==> config.mk <==
export PLATFORM = sky130hd
export DESIGN_NAME = mcpv_top
export DESIGN_NICKNAME = d
export VERILOG_FILES = /design/src/mcpv_pkg.sv /design/src/mcpv_top.sv
export SDC_FILE = /design/constraint.sdc
export NUM_CORES = 1
export LEC_CHECK = 0
export BUFFER_PORTS_ARGS = -buffer_cell sky130_fd_sc_hd__buf_2
export CAP_MARGIN = 0
export CORE_ASPECT_RATIO = 2
export CORE_UTILIZATION = 35
export CTS_CLUSTER_DIAMETER = 30
export DETAILED_ROUTE_END_ITERATION = 8
export PLACE_DENSITY = 0.63
export SYNTH_ARGS = -nofsm -noshare
export SYNTH_HDL_FRONTEND = slang
export SYNTH_SLANG_ARGS = --single-unit
==> constraint.sdc <==
create_clock -name clock_i -period 17.3 [get_ports clock_i]
set_clock_uncertainty 0.2 [all_clocks]
set_input_delay 3.46 -clock clock_i [delete_from_list [all_inputs] [get_ports clock_i]]
set_output_delay 3.46 -clock clock_i [all_outputs]
set_load 0.02 [all_outputs]
==> src/mcpv_pkg.sv <==
// mcpv_pkg: constants, enums and structs for the motion command supervisor
// assumes: command decode happens upstream; this package has no logic
package mcpv_pkg;
    localparam int unsigned CLK_HZ           = 125000000;
    localparam logic [2:0]  REPLY_ASYNC      = 3'h1;
    localparam logic [2:0]  REPLY_CONFIRM    = 3'h2;
    localparam logic [7:0]  PERIOD_LEGACY    = 8'h12;
    localparam logic [7:0]  PERIOD_FAST      = 8'h01;
    localparam logic [15:0] RES_LEGACY       = 16'h03E8;
    localparam logic [15:0] RES_NORMAL       = 16'h0BB8;
    localparam logic [31:0] BOUND_DIV        = 32'h0000_0003;
    localparam logic signed [31:0] ABS_MAX   = 32'sh6B49_D200;
    localparam logic signed [31:0] ABS_MIN   = -32'sh6B49_D200;
    localparam logic signed [31:0] REL_MAX   = 32'sh7F8D_CF00;
    localparam logic signed [31:0] REL_MIN   = -32'sh7F8D_CF00;
    localparam logic signed [31:0] WRAP_HI   = 32'sh0ABA_9500;
    localparam logic signed [31:0] WRAP_LO   = -32'sh0ABA_9500;
    localparam logic [1:0]  ORIGIN_SERIAL    = 2'h0;
    localparam logic [7:0]  CHAR_POS         = 8'h70;
    localparam logic [2:0]  RESET_REPLY      = 3'h2;
    localparam logic [15:0] RESET_RAMP       = 16'h7530;

    typedef enum logic [3:0] {
        MCPV_CMD_NONE     = 4'h0,
        MCPV_CMD_LEGACY   = 4'h1,
        MCPV_CMD_REPLY    = 4'h2,
        MCPV_CMD_PERIOD   = 4'h3,
        MCPV_CMD_RAMP_UP  = 4'h4,
        MCPV_CMD_RAMP_DN  = 4'h5,
        MCPV_CMD_BOUNDS   = 4'h6,
        MCPV_CMD_ENFORCE  = 4'h7,
        MCPV_CMD_PERSIST  = 4'h8,
        MCPV_CMD_MODE     = 4'h9,
        MCPV_CMD_ABS      = 4'hA,
        MCPV_CMD_REL      = 4'hB,
        MCPV_CMD_START    = 4'hC,
        MCPV_CMD_NOTIFY   = 4'hD,
        MCPV_CMD_CANCEL   = 4'hE,
        MCPV_CMD_VELOCITY = 4'hF
    } mcpv_cmd_e;

    typedef enum logic [1:0] {
        MCPV_MODE_IDLE = 2'b00,
        MCPV_MODE_POS  = 2'b01,
        MCPV_MODE_VEL  = 2'b11
    } mcpv_mode_e;

    typedef enum logic [1:0] {
        MCPV_ST_IDLE = 2'b00,
        MCPV_ST_LOAD = 2'b01,
        MCPV_ST_RUN  = 2'b11
    } mcpv_boot_e;

    // one decoded command from the ascii parser
    typedef struct packed {
        mcpv_cmd_e          op;
        logic               has_arg;
        logic signed [31:0] arg;
    } mcpv_cmd_s;

    // settings image kept in non-volatile memory
    typedef struct packed {
        logic               legacy;
        logic [2:0]         reply_mode;
        logic [7:0]         loop_period_setting;
        logic [15:0]        resolution;
        logic [15:0]        ramp_up_rate;
        logic [15:0]        ramp_down_rate;
        logic signed [31:0] travel_bounds;
        logic               bound_enforce;
        logic               servo_sel;
        logic               servo_ext;
        logic [1:0]         setpoint_origin;
    } mcpv_cfg_s;
endpackage : mcpv_pkg

==> src/mcpv_top.sv <==
// mcpv_top: motion command supervisor for position and velocity modes
// assumes: commands arrive decoded as one-cycle strobes on clock_i;
// actual position comes from the control loop; nvm port answers in order
// Functional notes
// - legacy on: reply 1, 1.8 ms, 1000 counts on hall variant
// - legacy off: reply 2, 0.1 ms, 3000 counts on hall variant
// - legacy ramp-up write copies to ramp-down
// - legacy divides travel bounds by three
// - explicit period write accepted after legacy change
// - persist stores settings, reloaded at power-up
// - no motion until output stage enabled
// - default servo with serial setpoint
// - position mode needs servo and origin 0
// - absolute load stores bounded target, no start
// - relative load adds to last started target
// - start enters position control toward target
// - bare notify sends p at target
// - notify with argument sends p past position
// - notifications only in reply modes 1, 2
// - cancel disarms pending notification
// - bounds writable, restrict only when enforced
// - unenforced count wraps at plus-minus 180000000
// - mid-move changes apply at next start
// - velocity mode needs servo and origin 0
// - velocity command sets signed rpm target
// - reply modes gate async and confirmations
`timescale 1ns/1ps
`default_nettype none
module mcpv_top
    import mcpv_pkg::*;
(
    input  wire logic               clock_i,
    input  wire logic               rstn_i,
    input  wire logic               cmd_valid_i,
    input  wire mcpv_cmd_s          cmd_i,
    input  wire logic               hall_variant_i,
    input  wire logic               stage_enabled_i,
    input  wire logic signed [31:0] step_i,
    input  wire logic               step_valid_i,
    input  wire logic               reply_busy_i,
    input  wire logic               tx_ready_i,
    input  wire logic               nvm_ready_i,
    input  wire logic               nvm_rvalid_i,
    input  wire mcpv_cfg_s          nvm_rdata_i,
    output logic                    nvm_read_o,
    output logic                    nvm_write_o,
    output mcpv_cfg_s               nvm_wdata_o,
    output mcpv_cfg_s               cfg_o,
    output mcpv_mode_e              mode_o,
    output logic                    motion_en_o,
    output logic signed [31:0]      target_pos_o,
    output logic signed [31:0]      actual_pos_o,
    output logic signed [31:0]      target_rpm_o,
    output logic [15:0]             run_ramp_up_o,
    output logic [15:0]             run_ramp_dn_o,
    output logic                    ack_o,
    output logic                    echo_o,
    output logic                    tx_valid_o,
    output logic [7:0]              tx_char_o
);
    // saturate a signed value into a window
    function automatic logic signed [31:0] clamp(input logic signed [31:0] v,
                                                 input logic signed [31:0] lo,
                                                 input logic signed [31:0] hi);
        if (v > hi) begin
            clamp = hi;
        end else if (v < lo) begin
            clamp = lo;
        end else begin
            clamp = v;
        end
    endfunction

    function automatic logic is_cmd(input mcpv_cmd_s c, input mcpv_cmd_e op);
        is_cmd = (c.op == op);
    endfunction

    mcpv_cfg_s          cfg_q;
    mcpv_boot_e         boot_q;
    mcpv_mode_e         mode_q;
    logic signed [31:0] loaded_q;
    logic signed [31:0] started_q;
    logic signed [31:0] actual_q;
    logic signed [31:0] rpm_q;
    logic [15:0]        run_up_q;
    logic [15:0]        run_dn_q;
    logic               armed_q;
    logic               arm_arg_q;
    logic signed [31:0] arm_pos_q;
    logic               arm_above_q;
    logic               pend_q;
    logic               tx_valid_q;
    logic               ack_q;
    logic               echo_q;
    logic               nvm_rd_q;
    logic               nvm_wr_q;
    logic               persist_pend_q;
    logic               stage_s1_q;
    logic               stage_q;
    logic               motion_q;

    wire logic live = cmd_valid_i && (boot_q == MCPV_ST_RUN);
    wire logic servo_serial = (cfg_q.servo_sel || cfg_q.servo_ext)
                              && (cfg_q.setpoint_origin == ORIGIN_SERIAL);
    wire logic signed [31:0] bound_eff = cfg_q.legacy ?
                              cfg_q.travel_bounds / $signed(BOUND_DIV) : cfg_q.travel_bounds;
    wire logic signed [31:0] rel_sum = started_q + cmd_i.arg;
    wire logic reply_async = (cfg_q.reply_mode == REPLY_ASYNC)
                             || (cfg_q.reply_mode == REPLY_CONFIRM);

    // enable level arrives from the output stage pin
    always_ff @(posedge clock_i or negedge rstn_i) begin
        if (!rstn_i) begin
            stage_s1_q <= 1'b0;
            stage_q    <= 1'b0;
        end else begin
            stage_s1_q <= stage_enabled_i;
            stage_q    <= stage_s1_q;
        end
    end

    // power-up reload of stored settings
    always_ff @(posedge clock_i or negedge rstn_i) begin
        if (!rstn_i) begin
            boot_q   <= MCPV_ST_IDLE;
            nvm_rd_q <= 1'b0;
        end else begin
            nvm_rd_q <= 1'b0;
            case (boot_q)
                MCPV_ST_IDLE: begin
                    nvm_rd_q <= 1'b1;
                    boot_q   <= MCPV_ST_LOAD;
                end
                MCPV_ST_LOAD: begin
                    if (nvm_rvalid_i) begin
                        boot_q <= MCPV_ST_RUN;
                    end
                end
                default: begin
                    boot_q <= MCPV_ST_RUN;
                end
            endcase
        end
    end

    // settings
    always_ff @(posedge clock_i or negedge rstn_i) begin
        if (!rstn_i) begin
            cfg_q                     <= '0;
            cfg_q.reply_mode          <= RESET_REPLY;
            cfg_q.loop_period_setting <= PERIOD_FAST;
            cfg_q.resolution          <= RES_NORMAL;
            cfg_q.ramp_up_rate        <= RESET_RAMP;
            cfg_q.ramp_down_rate      <= RESET_RAMP;
            cfg_q.travel_bounds       <= WRAP_HI;
            cfg_q.servo_sel           <= 1'b1;
            cfg_q.setpoint_origin     <= ORIGIN_SERIAL;
        end else if (boot_q == MCPV_ST_LOAD && nvm_rvalid_i) begin
            cfg_q <= nvm_rdata_i;
        end else if (live) begin
            case (cmd_i.op)
                MCPV_CMD_LEGACY: begin
                    cfg_q.legacy <= cmd_i.arg[0];
                    if (cmd_i.arg[0]) begin
                        cfg_q.reply_mode          <= REPLY_ASYNC;
                        cfg_q.loop_period_setting <= PERIOD_LEGACY;
                        if (hall_variant_i) begin
                            cfg_q.resolution <= RES_LEGACY;
                        end
                    end else begin
                        cfg_q.reply_mode          <= REPLY_CONFIRM;
                        cfg_q.loop_period_setting <= PERIOD_FAST;
                        if (hall_variant_i) begin
                            cfg_q.resolution <= RES_NORMAL;
                        end
                    end
                end
                MCPV_CMD_REPLY:  cfg_q.reply_mode <= cmd_i.arg[2:0];
                MCPV_CMD_PERIOD: cfg_q.loop_period_setting <= cmd_i.arg[7:0];
                MCPV_CMD_RAMP_UP: begin
                    cfg_q.ramp_up_rate <= cmd_i.arg[15:0];
                    if (cfg_q.legacy) begin
                        cfg_q.ramp_down_rate <= cmd_i.arg[15:0];
                    end
                end
                MCPV_CMD_RAMP_DN: cfg_q.ramp_down_rate <= cmd_i.arg[15:0];
                MCPV_CMD_BOUNDS:  cfg_q.travel_bounds <= cmd_i.arg;
                MCPV_CMD_ENFORCE: cfg_q.bound_enforce <= cmd_i.arg[0];
                MCPV_CMD_MODE: begin
                    cfg_q.servo_sel       <= cmd_i.arg[0];
                    cfg_q.servo_ext       <= cmd_i.arg[1];
                    cfg_q.setpoint_origin <= cmd_i.arg[3:2];
                end
                default: begin
                end
            endcase
        end
    end

    // persist request to non-volatile memory
    always_ff @(posedge clock_i or negedge rstn_i) begin
        if (!rstn_i) begin
            persist_pend_q <= 1'b0;
            nvm_wr_q       <= 1'b0;
        end else begin
            nvm_wr_q <= 1'b0;
            if (live && is_cmd(cmd_i, MCPV_CMD_PERSIST)) begin
                persist_pend_q <= 1'b1;
            end else if (persist_pend_q && nvm_ready_i) begin
                persist_pend_q <= 1'b0;
                nvm_wr_q       <= 1'b1;
            end
        end
    end

    // targets and motion mode
    always_ff @(posedge clock_i or negedge rstn_i) begin
        if (!rstn_i) begin
            loaded_q  <= '0;
            started_q <= '0;
            rpm_q     <= '0;
            run_up_q  <= RESET_RAMP;
            run_dn_q  <= RESET_RAMP;
            mode_q    <= MCPV_MODE_IDLE;
        end else if (live) begin
            case (cmd_i.op)
                MCPV_CMD_ABS: loaded_q <= clamp(cmd_i.arg, ABS_MIN, ABS_MAX);
                MCPV_CMD_REL: loaded_q <= clamp(rel_sum, REL_MIN, REL_MAX);
                MCPV_CMD_START: begin
                    if (servo_serial) begin
                        mode_q    <= MCPV_MODE_POS;
                        started_q <= (cfg_q.bound_enforce) ?
                                     clamp(loaded_q, -bound_eff, bound_eff) : loaded_q;
                        run_up_q  <= cfg_q.ramp_up_rate;
                        run_dn_q  <= cfg_q.ramp_down_rate;
                    end
                end
                MCPV_CMD_VELOCITY: begin
                    if (servo_serial) begin
                        mode_q   <= MCPV_MODE_VEL;
                        rpm_q    <= cmd_i.arg;
                        run_up_q <= cfg_q.ramp_up_rate;
                        run_dn_q <= cfg_q.ramp_down_rate;
                    end
                end
                default: begin
                end
            endcase
        end
    end

    // drive gating on the output stage
    always_ff @(posedge clock_i or negedge rstn_i) begin
        if (!rstn_i) begin
            motion_q <= 1'b0;
        end else begin
            motion_q <= stage_q && (mode_q != MCPV_MODE_IDLE);
        end
    end

    // actual position counter with wraparound
    always_ff @(posedge clock_i or negedge rstn_i) begin
        if (!rstn_i) begin
            actual_q <= '0;
        end else if (step_valid_i && motion_q) begin
            if (!cfg_q.bound_enforce && (actual_q + step_i > WRAP_HI)) begin
                actual_q <= actual_q + step_i - WRAP_HI;
            end else if (!cfg_q.bound_enforce && (actual_q + step_i < WRAP_LO)) begin
                actual_q <= actual_q + step_i - WRAP_LO;
            end else begin
                actual_q <= actual_q + step_i;
            end
        end
    end

    // notification arming and firing
    always_ff @(posedge clock_i or negedge rstn_i) begin
        if (!rstn_i) begin
            armed_q     <= 1'b0;
            arm_arg_q   <= 1'b0;
            arm_pos_q   <= '0;
            arm_above_q <= 1'b0;
            pend_q      <= 1'b0;
        end else begin
            if (pend_q && !reply_busy_i && tx_ready_i && !tx_valid_q) begin
                pend_q <= 1'b0;
            end
            if (live && is_cmd(cmd_i, MCPV_CMD_NOTIFY)) begin
                armed_q     <= 1'b1;
                arm_arg_q   <= cmd_i.has_arg;
                arm_pos_q   <= cmd_i.arg;
                arm_above_q <= cmd_i.arg > actual_q;
            end else if (live && is_cmd(cmd_i, MCPV_CMD_CANCEL)) begin
                armed_q <= 1'b0;
            end else if (armed_q && mode_q == MCPV_MODE_POS) begin
                if (!arm_arg_q && actual_q == started_q) begin
                    armed_q <= 1'b0;
                    pend_q  <= pend_q | reply_async;
                end else if (arm_arg_q && (arm_above_q ? actual_q >= arm_pos_q
                                                       : actual_q <= arm_pos_q)) begin
                    armed_q <= 1'b0;
                    pend_q  <= pend_q | reply_async;
                end
            end
        end
    end

    // transmit and reply strobes
    always_ff @(posedge clock_i or negedge rstn_i) begin
        if (!rstn_i) begin
            tx_valid_q <= 1'b0;
            ack_q      <= 1'b0;
            echo_q     <= 1'b0;
        end else begin
            tx_valid_q <= pend_q && !reply_busy_i && tx_ready_i && !tx_valid_q;
            ack_q      <= live && (cfg_q.reply_mode == REPLY_CONFIRM);
            echo_q     <= live && (cfg_q.reply_mode == (REPLY_CONFIRM + 3'h1));
        end
    end

    always_ff @(posedge clock_i or negedge rstn_i) begin
        if (!rstn_i) begin
            nvm_wdata_o <= '0;
        end else if (live && is_cmd(cmd_i, MCPV_CMD_PERSIST)) begin
            nvm_wdata_o <= cfg_q;
        end
    end

    assign nvm_read_o    = nvm_rd_q;
    assign nvm_write_o   = nvm_wr_q;
    assign cfg_o         = cfg_q;
    assign mode_o        = mode_q;
    assign motion_en_o   = motion_q;
    assign target_pos_o  = started_q;
    assign actual_pos_o  = actual_q;
    assign target_rpm_o  = rpm_q;
    assign run_ramp_up_o = run_up_q;
    assign run_ramp_dn_o = run_dn_q;
    assign ack_o         = ack_q;
    assign echo_o        = echo_q;
    assign tx_valid_o    = tx_valid_q;
    assign tx_char_o     = CHAR_POS;
endmodule // mcpv_top
`default_nettype wire

**Yosys cells after proc, flatten, opt, wreduce, memory -nomap -nowiden**

Cells that the tools add are included.
Widths: inputs -> output; s select.

- Bits in registers: 403
- Latch bits: 0
- RAM bits: 0
- Bits in read-only memories: 0
- Output and inout bits: 338
- Logic and storage cells: 195
- Memories kept: 0

- Add/subtract/negate cells: 5
- $mul: 0
- Divide/modulo/power cells: 1
- Magnitude comparators: 11
- Eq/ne operators: 26
- Shift-type cells: 0
- Mux-type cells: 48
- Bitwise logic cells: 1
- Reduce and logical (&&, ||, !) cells: 59

Operators with widths:

| operator | number |
|---|---|
| $mux 32 | 11 |
| $mux 97 | 2 |
| $mux 16 | 5 |
| $add 32x32->32 | 2 |
| $gt 32x32->1 | 2 |
| $gt 32x32->1 const B | 2 |
| $lt 32x32->1 const B | 2 |
| $pmux 32 s2 | 1 |
| $sub 32x29->32 const B | 2 |
| $div 32x3->32 const B | 1 |
| $eq 32x32->1 | 1 |
| $eq 4x4->1 const B | 8 |
| $ge 32x32->1 | 1 |
| $gt 32x29->1 const B | 1 |
| $le 32x32->1 | 1 |
| $lt 32x29->1 const B | 1 |
| $lt 32x32->1 | 1 |
| $neg 32->32 | 1 |
| $pmux 16 s2 | 1 |
| $mux 26 | 1 |
| $reduce_bool 2->1 | 11 |
| $logic_and 1x1->1 | 19 |
| $mux 1 | 19 |
| $reduce_and 2->1 | 9 |
| other kinds (23) | 46 |

**Longest topological paths before layout**

- Depth in word-level cells: 10
- Mapped depth: 81
- Gate-level depth less buffers: 74

**Worst setup path after synthesis**

No wires, ideal clock.

- Path type: reg-to-reg
- Start: register cfg_q, in the netlist cfg_o[6]
- End: register started_q[18], in the netlist target_pos_o[18]
- Library setup time: 95 ps
- Arrival time: 14885 ps
- Data required time: 17005 ps
- Slack: 2119 ps
- Cell stages (with the launch flop): 71
- Clock period less this slack: 15181 ps
- Cells stage by stage: dfrtp_1 clkbuf_1 inv_1 ha_1 nor3b_1 nand2_1 a2111oi_1 o221a_2 nand3_1 and3_1 nor3_2 buf_4 nor4_2 or4_1 nand2_2 a32oi_1 o32ai_2 buf_4 [... 35 more ...] clkbuf_1 nor3_1 xnor2_1 ha_1 a21oi_1 nor2b_1 o21ai_0 nand2b_1 a21oi_1 nor2b_1 o21ai_0 nand3_1 o22ai_1 clkinv_1 a21oi_1 clkbuf_1 nor2_1 o31ai_1

- Longest elaborated chain between the ends: 7
- Elaborated cells on any way between the ends: 8

RTL lines:

| element | line | source |
|---|---|---|
| start: declaration | mcpv_top.sv:78 | `mcpv_cfg_s cfg_q;` |
| start signal: assignment | mcpv_top.sv:159 | `cfg_q <= nvm_rdata_i;` |
| $div 32x3->32 | mcpv_top.sv:106 | `cfg_q.travel_bounds / $signed(BOUND_DIV) : cfg_q.travel_bounds;` |
| $mux 32 (*) | mcpv_top.sv:105 | `wire logic signed [31:0] bound_eff = cfg_q.legacy ?` |
| $neg 32->32 | mcpv_top.sv:233 | `clamp(loaded_q, -bound_eff, bound_eff) : loaded_q;` |
| $lt 32x32->1 | mcpv_top.sv:67 | `end else if (v < lo) begin` |
| $mux 32 | mcpv_top.sv:67 |  |
| $mux 32 (*) | mcpv_top.sv:65 | `if (v > hi) begin` |
| $mux 32 (*) | mcpv_top.sv:232 | `started_q <= (cfg_q.bound_enforce) ?` |
| end signal: assignment | mcpv_top.sv:232 |  |
| end: declaration | mcpv_top.sv:82 | `logic signed [31:0] started_q;` |

Mark *: on every way between the ends. The rest lies on a longest branch, timed or not.
A chain may end at the register's enable or synchronous reset.

**Worst setup path in the final report**

- Start: register cfg_q, in the netlist cfg_o[10]
- End: register started_q[8], in the netlist target_pos_o[8]

Same word-level chain as after synthesis.

==> flow_summary.yaml <==
status:
  status: "complete, but fails checks"
  violations: "design-rule violations"
sta:
  drv_slew: 0
  hold_viol: 0
  setup_slack_ns: 0.9537
  period_needed_ns: 16.35
  hold_slack_ns: 0.1445
  slew-limit-headroom_pct: 28.96
  min_period_over_period_pct: 94.49
  clock.fmax_mhz: 61.18
  worstMarginPinSlew_ns: 1.065
  setup_viol: 0
  fin_tns_setup_ns: 0
final_layout:
  nets: 4465
  postLayoutCoreUtil_pct: 43.72
  drive_above_1_share_pct: 27.47
  layout.cells.non_filler: 5313
  final_cell_mix: "buf_2, nand2_1, dfrtp_1"
  final_common_cell: "buf_2"
  area_delta_synth_final_pct: 23.78
floorplan:
  start_util_pct: 35.32
  row_count: 153
  pin_count: 514
  die_y_um: 420.3
  die_x_um: 211.2
  dieArea_um2: 88760
  core_area_um2: 86720
place:
  hpwl_um: 92710
  gp_congestion: 0.9652
  dp_cells: 5175
  io_buffers: 505
  place_ws_ns: 0.7210
routing:
  drt-initial-drc-count: 1727
  vias: 29670
  routedWlPerCell_um: 22.45
  drt_drc_violations_left: 2
  drtAntennaViolNets: 0
  viasPerCell: 5.584
  drtPass1Iterations: 7
  wirelength_um: 119300
setup_path:
  cp_data_required_time_ns: 17.59
  worstSetupPathType: "reg2reg"
  cpMostUsedCell: "a21oi_1"
  critPathMaxFanout: 26
  start_kind: "flop"
  endpoint_kind: "flop"
  r2r_slack_ns: 0.95
  max_stage_delay_ns: 0.56
  critPathSlowestCell: "nor4_2"
  arrival_ns: 16.64
clock_tree:
  cts_max_level: 3
  root_buffer: "clkbuf_16"
  cts_buffer_depth: 3
  path_clk_slew_ns: 0.06
  cts.sinks: 403
  cts_buffers: 72
  cts_hold_buf: 0
  clk_latency_ns: 0.67
  cts_tree: "done"
hold_path:
  hp-class: "reg2reg"
power:
  p_per_area_nw_per_um2: 235.8
  peakVddDrop_v: 0.0001701
  power.leakage_nw: 17.44
logic_synthesis:
  ys.flop_type: "dfrtp_1"
  synthArstFlopShare_pct: 100.0
  synth-edff-count: 0
  avgSynthCellArea_um2: 8.731
  synth_cell_types: 120
  yosysTopAreaCell: "dfrtp_1"
  synth-seq-cells: 403
  synth_area_leaders: "dfrtp_1, ha_1, mux2_2"
  synth_top_area_share_pct: 28.92
  syn-cell-area_um2: 30630
  seq_area_frac_synth_pct: 33.13
  yosys_warnings: 0
  synthCells: 3508
job:
  max_cap_violations: 0
grt:
  grt_max_degree: 94
  grt_pass1_wl_um: 177500
  grt_usage_pct: 26.49
  overflow: 0
  grt_pass1_vias: 29240
  antenna_found_initial: 11
-- metal layers --
metal	up-vias	share of wire [%]	track usage (%)
li1	13900	-	-
met1	14390	38	28.81
met2	993	51	47.07
met3	371	4.8	4.318
met4	12	6.8	17.33
met5	-	0.060	0
-- Yosys cell counts, types with 28 or more instances --
cell / number
o22ai_1: 31
nor2b_1: 41
nor4_1: 36
or3_1: 29
o31ai_1: 37
mux2i_1: 94
nand2_1: 360
nand2b_1: 52
clkbuf_1: 141
xnor2_1: 150
a21oi_1: 216
xor2_1: 74
nor2_1: 237
dfstp_2: 49
o21bai_1: 28
inv_1: 179
o211ai_1: 34
nor3_1: 67
nand3_1: 62
nand4_1: 53
ha_1: 200
dfrtp_1: 354
o21ai_0: 328
mux2_2: 191
-- flip-flops by register name, summed over array words and instances, names as in the netlist, 2 cells and up --
register       cells
run_ramp_up_o     16
target_rpm_o      32
boot_q             2
nvm_wdata_o       97
loaded_q          32
target_pos_o      32
mode_o             2
arm_pos_q         32
run_ramp_dn_o     16
cfg_o             97
actual_pos_o      32
-- final timing paths --
check,to,start,depth (start not counted)
min,stage_q,stage_s1_q,0
min reg2reg,stage_q,stage_s1_q,0
max,target_pos_o[8],cfg_o[10],70
max in group asynchronous,cfg_o[29],rstn_i,4
min in group asynchronous,nvm_wdata_o[67],rstn_i,1
max reg2reg,target_pos_o[8],cfg_o[10],70
-- critical path, delay by kind of cell (launching register included) --
kind	cells	cell delay [ns]
mux	1	0.27
xor+xnor	3	0.52
fa+ha+maj	4	0.93
simple gates	18	4.58
buf+inv	9	1.58
flops	1	0.53
compound gates	35	7.47
-- metrics by stage --
step                instance area [µm²]  power, W
floorplan                         30650  0.005329
global placement                  35280  0.007324
detailed placement                35280  0.007357
CTS                               37790  0.008880
global route                      37910  0.009586
finish                            37910  0.008938
-- power breakdown --
group          leakage, nW  total [W]  internal (W)  switching (W)
registers             5.16    0.00147       0.00118       0.000293
logic                 11.1    0.00600       0.00241        0.00359
clock network         1.18    0.00147      0.000885       0.000582
total                 17.4    0.00894       0.00447        0.00446
-- cells by family (layout without fill, tap and decap cells) --
group	count (synthesis)	in the layout	share of synthesized area, %
other cells	2	13	0.02452
xor+xnor	227	227	6.565
fa+ha+maj	203	203	8.334
mux	286	286	10.17
buf+inv	370	1002	4.800
compound gates	982	982	20.64
simple gates	1035	1035	16.34
flops	403	403	33.13
-- cell type report --
type                       instances  area [µm²]
fill                            8780       48810
timing repair buffer             685        3901
clock buffer                      81        1876
tap                             1162        1454
sequential                       403       10150
antenna                            4       10.01
clock inverter                    53       630.6
multi-input combinational       2742       19200
inverter                         183       686.9
-- what timing repair did --
item                                    4_1_cts  5_1_grt
resized for setup                             0       19
endpoints found under the setup margin        0       32
buffers inserted                              0        0
(Power assumes the default switching activity.)
